`src/hdl/cev_pkg.sv`:
```
// package: register map, field positions and reset values of the comparator control
package cev_pkg;

    // ------------------------------------------------------------------
    // register map
    // ------------------------------------------------------------------
    localparam logic [11:0] CEV_STATUS_CONTROL_ADDR = 12'h000;
    localparam logic [31:0] CEV_UNMAPPED_RDATA      = 32'h00000000;
    localparam logic [7:0]  CEV_CTRL_RESET          = 8'h00;

    // ------------------------------------------------------------------
    // field positions
    // ------------------------------------------------------------------
    localparam int CEV_BIT_ENABLE   = 7;
    localparam int CEV_BIT_REFSEL   = 6;
    localparam int CEV_BIT_FLAG     = 5;
    localparam int CEV_BIT_IRQ_EN   = 4;
    localparam int CEV_BIT_OUTSTATE = 3;
    localparam int CEV_BIT_PIN_EN   = 2;
    localparam int CEV_EDGE_MSB     = 1;
    localparam int CEV_EDGE_LSB     = 0;

    // ------------------------------------------------------------------
    // edge select codes
    // ------------------------------------------------------------------
    localparam logic [1:0] CEV_EDGE_FALL0 = 2'h0;
    localparam logic [1:0] CEV_EDGE_RISE  = 2'h1;
    localparam logic [1:0] CEV_EDGE_FALL2 = 2'h2;
    localparam logic [1:0] CEV_EDGE_BOTH  = 2'h3;

    // ------------------------------------------------------------------
    // timing
    // ------------------------------------------------------------------
    localparam int CEV_SYNC_STAGES = 2;

endpackage : cev_pkg

```
`src/hdl/cev_comparator_control.sv`:
```
// comparator event control: status/control register, edge events, pin drive
// ------------------------------------------------------------------
// Functional notes
// RQ1 - enable bit 7 switches comparator on
// RQ2 - bit 6 picks external pin or bandgap
// RQ3 - bit 5 flag set by event, write-one clears
// RQ4 - bit 4 gates flag onto interrupt request
// RQ5 - bit 3 reads live output, zero if disabled
// RQ6 - bit 2 drives output pin while enabled
// RQ7 - edge codes: 00/10 fall, 01 rise, 11 both
// RQ8 - output high when noninverting input larger
// RQ9 - keeps running in wait, interrupt wakes
// RQ10 - keeps running in stop, event wakes
// RQ11 - reset out of stop clears all state
// RQ12 - debug halt does not suspend comparator
// RQ13 - two-stage sync before edge detection
// RQ14 - reset clears control bits and flag
// ------------------------------------------------------------------
`timescale 1ns/1ps
module cev_comparator_control (
    // clock and reset
    input  wire logic        pclk,
    input  wire logic        presetn,
    // apb slave
    input  wire logic        psel,
    input  wire logic        penable,
    input  wire logic        pwrite,
    input  wire logic [11:0] paddr,
    input  wire logic [31:0] pwdata,
    input  wire logic [3:0]  pstrb,
    output logic      [31:0] prdata,
    output logic             pready,
    output logic             pslverr,
    // analog core
    input  wire logic        comparator_raw,
    output logic             comparator_on,
    output logic             reference_select,
    // pin and interrupt
    output logic             comparator_output_pin_o,
    output logic             comparator_output_pin_oe,
    output logic             compare_irq
);
    import cev_pkg::*;

    // ------------------------------------------------------------------
    // state
    // ------------------------------------------------------------------
    typedef struct packed {
        logic        enable;
        logic        refsel;
        logic        flag;
        logic        irq_en;
        logic        pin_en;
        logic [1:0]  edge_sel;
        logic        out_prev;
        logic        out_valid;
        logic [31:0] rdata;
        logic        ready;
        logic        slverr;
        logic        pin_o;
        logic        pin_oe;
        logic        irq;
    } cev_state_t;

    cev_state_t state_reg;
    cev_state_t state_next;

    logic       out_sync;
    logic       out_live;
    logic       rise;
    logic       fall;
    logic       event_hit;
    logic       setup;
    logic       hit_reg;
    logic       do_write;
    logic [7:0] ctrl_view;

    // ------------------------------------------------------------------
    // synchroniser
    // ------------------------------------------------------------------
    // polarity: core output is high when noninverting exceeds inverting
    cev_sync u_sync (                         // see RQ13 see RQ8
        .pclk     (pclk),
        .presetn  (presetn),
        .async_in (comparator_raw),
        .sync_out (out_sync)
    );

    // ------------------------------------------------------------------
    // event detection
    // ------------------------------------------------------------------
    // disabled comparator reads as low and produces no edges
    assign out_live = state_reg.enable & out_sync;              // see RQ5
    assign rise     = state_reg.out_valid & out_live & ~state_reg.out_prev;
    // switching the comparator off is not a falling edge
    assign fall     = state_reg.out_valid & state_reg.enable & ~out_live
                      & state_reg.out_prev;

    always_comb begin
        case (state_reg.edge_sel)                               // see RQ7
            CEV_EDGE_FALL0: event_hit = fall;
            CEV_EDGE_RISE:  event_hit = rise;
            CEV_EDGE_FALL2: event_hit = fall;
            CEV_EDGE_BOTH:  event_hit = rise | fall;
            default:        event_hit = 1'b0;
        endcase
    end

    // ------------------------------------------------------------------
    // register view and decode
    // ------------------------------------------------------------------
    assign ctrl_view = {state_reg.enable, state_reg.refsel, state_reg.flag,
                        state_reg.irq_en, out_live, state_reg.pin_en,
                        state_reg.edge_sel};
    assign setup    = psel & ~penable;
    assign hit_reg  = (paddr == CEV_STATUS_CONTROL_ADDR);
    // write acts at the access edge, while pready is high
    assign do_write = psel & penable & state_reg.ready & pwrite & hit_reg
                      & pstrb[0];

    // ------------------------------------------------------------------
    // next state
    // ------------------------------------------------------------------
    // no wait, stop or debug input: logic never suspends in those modes
    always_comb begin                                  // see RQ9 see RQ10
        state_next           = state_reg;                       // see RQ12
        state_next.out_prev  = out_live;
        state_next.out_valid = state_reg.enable;
        state_next.ready     = setup;
        state_next.slverr    = setup & ~hit_reg;
        state_next.rdata     = CEV_UNMAPPED_RDATA;
        if (setup && !pwrite && hit_reg) begin
            state_next.rdata = {24'h000000, ctrl_view};
        end
        if (do_write) begin
            state_next.enable   = pwdata[CEV_BIT_ENABLE];       // see RQ1
            state_next.refsel   = pwdata[CEV_BIT_REFSEL];       // see RQ2
            state_next.irq_en   = pwdata[CEV_BIT_IRQ_EN];
            state_next.pin_en   = pwdata[CEV_BIT_PIN_EN];
            state_next.edge_sel = pwdata[CEV_EDGE_MSB:CEV_EDGE_LSB];
            if (pwdata[CEV_BIT_FLAG]) begin
                state_next.flag = 1'b0;                         // see RQ3
            end
        end
        // set wins over a simultaneous clear
        if (event_hit) begin
            state_next.flag = 1'b1;                             // see RQ3
        end
        state_next.irq    = state_next.flag & state_next.irq_en; // see RQ4
        state_next.pin_oe = state_next.enable & state_next.pin_en; // see RQ6
        state_next.pin_o  = state_next.pin_oe & out_live;       // see RQ6
    end

    // ------------------------------------------------------------------
    // registers
    // ------------------------------------------------------------------
    always_ff @(posedge pclk or negedge presetn) begin
        if (!presetn) begin
            state_reg <= '0;                          // see RQ14 see RQ11
        end else begin
            state_reg <= state_next;
        end
    end

    // ------------------------------------------------------------------
    // outputs
    // ------------------------------------------------------------------
    assign prdata                   = state_reg.rdata;
    assign pready                   = state_reg.ready;
    assign pslverr                  = state_reg.slverr;
    assign comparator_on            = state_reg.enable;         // see RQ1
    assign reference_select         = state_reg.refsel;         // see RQ2
    assign comparator_output_pin_o  = state_reg.pin_o;
    assign comparator_output_pin_oe = state_reg.pin_oe;
    assign compare_irq              = state_reg.irq;
endmodule : cev_comparator_control

```
`src/hdl/cev_sync.sv`:
```
// two-stage level synchroniser for the comparator output
`timescale 1ns/1ps
module cev_sync (
    // clock and reset
    input  wire logic pclk,
    input  wire logic presetn,
    // level in and out
    input  wire logic async_in,
    output logic      sync_out
);
    import cev_pkg::*;

    typedef struct packed {
        logic meta;
        logic sync;
    } cev_sync_state_t;

    cev_sync_state_t state_reg;
    cev_sync_state_t state_next;

    always_comb begin
        state_next      = state_reg;
        state_next.meta = async_in;
        state_next.sync = state_reg.meta;
    end

    always_ff @(posedge pclk or negedge presetn) begin
        if (!presetn) begin
            state_reg <= '0;
        end else begin
            state_reg <= state_next;
        end
    end

    assign sync_out = state_reg.sync;

endmodule : cev_sync

```
`config.mk`:
```
export PLATFORM = sky130hd
export DESIGN_NAME = cev_comparator_control
export DESIGN_NICKNAME = d
export VERILOG_FILES = /design/src/hdl/cev_pkg.sv /design/src/hdl/cev_comparator_control.sv /design/src/hdl/cev_sync.sv
export SDC_FILE = /design/constraint.sdc
export NUM_CORES = 1
export LEC_CHECK = 0
export ABC_AREA = 1
export CAP_MARGIN = 20
export CORE_ASPECT_RATIO = 1.5
export CORE_MARGIN = 5
export CORE_UTILIZATION = 58
export DETAILED_ROUTE_END_ITERATION = 8
export DONT_BUFFER_PORTS = 1
export HOLD_SLACK_MARGIN = 0.08
export PLACE_DENSITY = 0.76
export SLEW_MARGIN = 10
export SYNTH_ARGS = -nofsm -noshare
export SYNTH_HDL_FRONTEND = slang
export SYNTH_SLANG_ARGS = --single-unit
```
`constraint.sdc`:
```
create_clock -name pclk -period 3 [get_ports pclk]
set_input_delay 0.15 -clock pclk [delete_from_list [all_inputs] [get_ports pclk]]
set_output_delay 0.15 -clock pclk [all_outputs]
set_load 0.1 [all_outputs]
```
=== Yosys cells after proc, flatten, opt, wreduce, memory -nomap -nowiden ===
Cells that the tools add are included.

* Reductions and logical operators: 6
* Equal/unequal tests: 3
* Bitwise gates (word level): 21
* Multiplexer cells: 5

{| class="wikitable"
|+ Operators by type and width
! kind !! number
|-
| 1-bit bitwise AND || 16
|-
| 12-bit logical NOT || 1
|-
| 8-bit 2-to-1 mux || 1
|-
| 7-bit 2-to-1 mux || 1
|-
| 2-bit equality test, second input constant || 2
|-
| 1-bit NOT || 4
|-
| 1-bit case mux with 3 select lines || 1
|-
| 2-bit by 1-bit equality test with 1-bit output, second input constant || 1
|-
| 1-bit logical AND || 2
|-
| 2-bit logical NOT || 1
|-
| 1-bit 2-to-1 mux || 2
|-
| 2-bit OR reduction || 1
|-
| 1-bit logical NOT || 1
|-
| 1-bit bitwise OR || 1
|}

* Word-level logic and storage cells: 51
* Register bits: 48
* Output and inout bits: 39
* Input bits: 54

=== Depth between registers and ports, before layout ===
* Word-level depth: 8
* Mapped depth: 8
* Depth with buffers taken out: 8

=== Hierarchy ===
Synthesis repeated with hierarchy kept, for this count alone.

* Cells, all modules: 123
* Area total of the unflattened synthesis: 1174.9 um^2

{| class="wikitable"
|+ By module, submodules not included
! module !! cells an instance !! times used !! area an instance (um^2)
|-
| cev_comparator_control || 121 || 1 || 1124.8
|-
| cev_sync || 2 || 1 || 50.0
|}

=== Least setup slack after synthesis ===
No wires, ideal clock.

* Path type: reg-to-reg
* From: register state_reg (netlist bit pready)
* To: register state_reg (netlist bit comparator_output_pin_o)
* Arrival time: 1726 ps
* Cell stages (with the launch flop): 8
* Path buffers: 0
* Period minus slack after synthesis: 1850 ps
* Slack: 1150 ps
* Library setup time: 124 ps
* Path through: dfrtp_1 nand3_1 nor2_4 nand3_4 nand2_1 nand2_2 nand2_1 nor2_1

{| class="wikitable"
|+ RTL lines
! element !! line !! text
|-
| start: declaration || cev_comparator_control.sv:65 || <nowiki>cev_state_t state_reg;</nowiki>
|-
| start signal: assignment || cev_comparator_control.sv:161 || <nowiki>state_reg <= state_next;</nowiki>
|}

==> impl_metrics.py <==
metrics = {
    "detailed_routing": {
        "routed_wl_mm": 2.04,
        "ant_nets": 0,
        "initialDrtViolationCount": 9,
        "vias": 724,
        "drcViolationCount": 0,
        "dr.pass1.iters": 4,
        "wire_per_inst_um": 13.1,
        "via_per_inst": 4.64,
    },
    "grt": {
        "use_met1_pct": 15.8,
        "grt_max_degree": 25,
        "antenna_found_initial": 0,
        "grt_pass1_wl_mm": 3.30,
        "grt_pass1_vias": 785,
        "grtUsageTotal_pct": 15.1,
        "use_met2_pct": 24.7,
        "grt_overflow_total": 0,
        "met3_usage_pct": 4.11,
        "busiest_layer": "met2",
    },
    "yosys": {
        "synth_area_leaders": "dfrtp_1, buf_4, nor2_1",
        "synth_warnings": 0,
        "synth_top_area_cell": "dfrtp_1",
        "synth_top_area_share_pct": 50.6,
        "syn-cell-area_um2": 1190,
        "synthCells": 124,
        "ys_types": 19,
        "synth_seq_area_share_pct": 50.6,
        "avgSynthCellArea_um2": 9.58,
        "ys_seq_elements": 24,
    },
    "clock_tree": {
        "postCtsHoldBufs": 13,
        "cts_resized": 0,
        "post_cts_buffers": 0,
        "cts_tree": "built",
        "cts_sinks": 24,
        "clk_latency_ns": 0.31,
        "clk_pin_slew_worst_paths_ns": 0.12,
        "numCtsBuffers": 3,
        "root_buffer": "clkbuf_4",
        "htree_levels": 1,
        "clk_path_buf_depth": 2,
    },
    "pwr": {
        "ir_drop_v": 0.000283,
        "p_leak_uw": 0.000668,
        "p_int_uw": 478,
        "switching_share_pct": 34.3,
        "p_clk_share_pct": 31.3,
        "pwr-share-comb_pct": 23.0,
        "power_density_nw_per_um2": 576,
        "seqPwrFrac_pct": 45.7,
        "p_switching_uw": 250,
    },
    "floorplan": {
        "die-area_um2": 3070,
        "io-pin-count": 93,
        "start_util_pct": 59.3,
        "dieWidth_um": 46.9,
        "fp.dieH_um": 65.4,
        "fp-row-count": 20,
        "core_um2": 2000,
    },
    "setup_path": {
        "crit_path_end": "compare_irq$_DFF_PN0_",
        "crit_start": "pready$_DFF_PN0_",
        "cpMaxStageDelayCell": "dfrtp_1",
        "r2r_end": "compare_irq$_DFF_PN0_",
        "required_ns": 3.23,
        "crit-reg2reg-launch": "pready$_DFF_PN0_",
        "crit_path_end_kind": "flip-flop",
        "slowest_delay_ns": 0.36,
        "crit_type": "reg -> reg",
        "path_cells": "buf_4 > nand3_1 > nor2_4 > nand3_4 > nand2_1 > nand2_1 > a21oi_1",
        "start_kind": "flip-flop",
        "crit_path_max_fanout": 9,
        "cp_top_family": "simple AND/OR/NAND/NOR gates",
        "cp_num_buf_inv": 1,
        "crit_cells": 7,
        "r2r_setup_slack_ns": 1.45,
        "cp_common_cell": "nand2_1",
        "crit_arrival_ns": 1.79,
        "r2r_cells": 7,
    },
    "place": {
        "port_buffers": 0,
        "hpwl_mm": 1.55,
        "gp_congestion": 0.745,
    },
    "sta": {
        "hold_slack_ns": 0.143,
        "clock_skew_ns": 0.00415,
        "fin_tns_setup_ns": 0,
        "finalSetupViolCount": 0,
        "fmax_ghz": 0.644,
        "maxSlewViolCount": 0,
        "min_period_ns": 1.55,
        "worst_pin_slew_ns": 0.896,
        "rsz0062_at_grt": "false",
        "hold_viol_final": 0,
        "layout_worst_path_cycle_share_pct": 51.8,
        "maxSlewHeadroom_pct": 40.3,
    },
    "layout": {
        "drive_gt1_share_pct": 10.4,
        "diodes": 0,
        "nets": 189,
        "largest_register_ffs": 8,
        "syn_to_final_growth_pct": 6.32,
        "final_cell_mix": "conb_1, dfrtp_1, nor2_1",
    },
    "worst_hold_path": {
        "hold_path.class": "in -> async",
    },
    "flow_run": {
        "cap_violations": 0,
    },
    "run_status": {
        "status": "finished clean",
    },
}
==> cells by family (layout without fill, tap and decap cells) <==
| group | after synthesis | count (layout) | share of synthesized area [%] |
|---|---|---|---|
| compound gates | 7 | 7 | 3.16 |
| buf+inv | 47 | 34 | 25.6 |
| simple gates | 45 | 45 | 20.3 |
| other cells | 1 | 24 | 0.316 |
| flops | 24 | 24 | 50.6 |
==> Yosys cell counts <==
cell type / number
buf_4: 32
dfrtp_1: 24
nor2_1: 18
inv_1: 14
nand2_1: 12
a21oi_1: 4
nand4_1: 4
nand3_1: 2
nand3_4: 2
nor2_4: 2
o21ai_0: 2
and2_1: 1
and2_4: 1
buf_6: 1
conb_1: 1
nand2_2: 1
nor3_1: 1
nor3_2: 1
o21bai_1: 1
==> cell type report <==
type,instances,area [um^2]
repair buffers,16,160
clock buffers,3,22.5
multi-input cells,76,369
fillers,177,739
clock inverters,1,30.0
inverters,14,52.6
flip-flops and latches,24,601
well taps,22,27.5
==> power by group through the flow <==
stage,combinational (uW),sequential [uW],clock (uW)
floorplan,162,344,0
global placement,144,339,0
detailed placement,145,339,0
CTS,164,332,231
global route,173,333,246
finish,167,332,228
==> metal layers <==
layer	share of wire, %	routed length (um)
met5	0	0
met4	3.6	74
met3	7.9	161
met2	57	1160
met1	31	642
==> worst min-delay path by stage <==
stage                 start                      end  slack, ns
floorplan           presetn  comparator_on$_DFF_PN0_      -0.15
global placement    presetn        pslverr$_DFF_PN0_      -0.15
detailed placement  presetn        pslverr$_DFF_PN0_      -0.15
CTS                    psel   ctrl_view[2]$_DFF_PN0_       0.16
global route        presetn        pslverr$_DFF_PN0_       0.14
finish              presetn        pslverr$_DFF_PN0_       0.14
==> metrics by stage <==
| stage | instances | setup WS, ns | total power, uW | cell area, um^2 | utilization (%) |
|---|---|---|---|---|---|
| 2_1_floorplan | 147 | 1.15 | 506 | 1270 | - |
| 3_3_place_gp | 138 | 1.50 | 483 | 1060 | 53.2 |
| 3_5_place_dp | 138 | 1.46 | 483 | 1060 | 53.2 |
| 4_1_cts | 155 | 1.45 | 728 | 1250 | 62.3 |
| 5_1_grt | 156 | 1.31 | 752 | 1260 | 63.1 |
| 6_report | 156 | 1.45 | 728 | 1260 | 63.1 |
(Power assumes the default switching activity.)
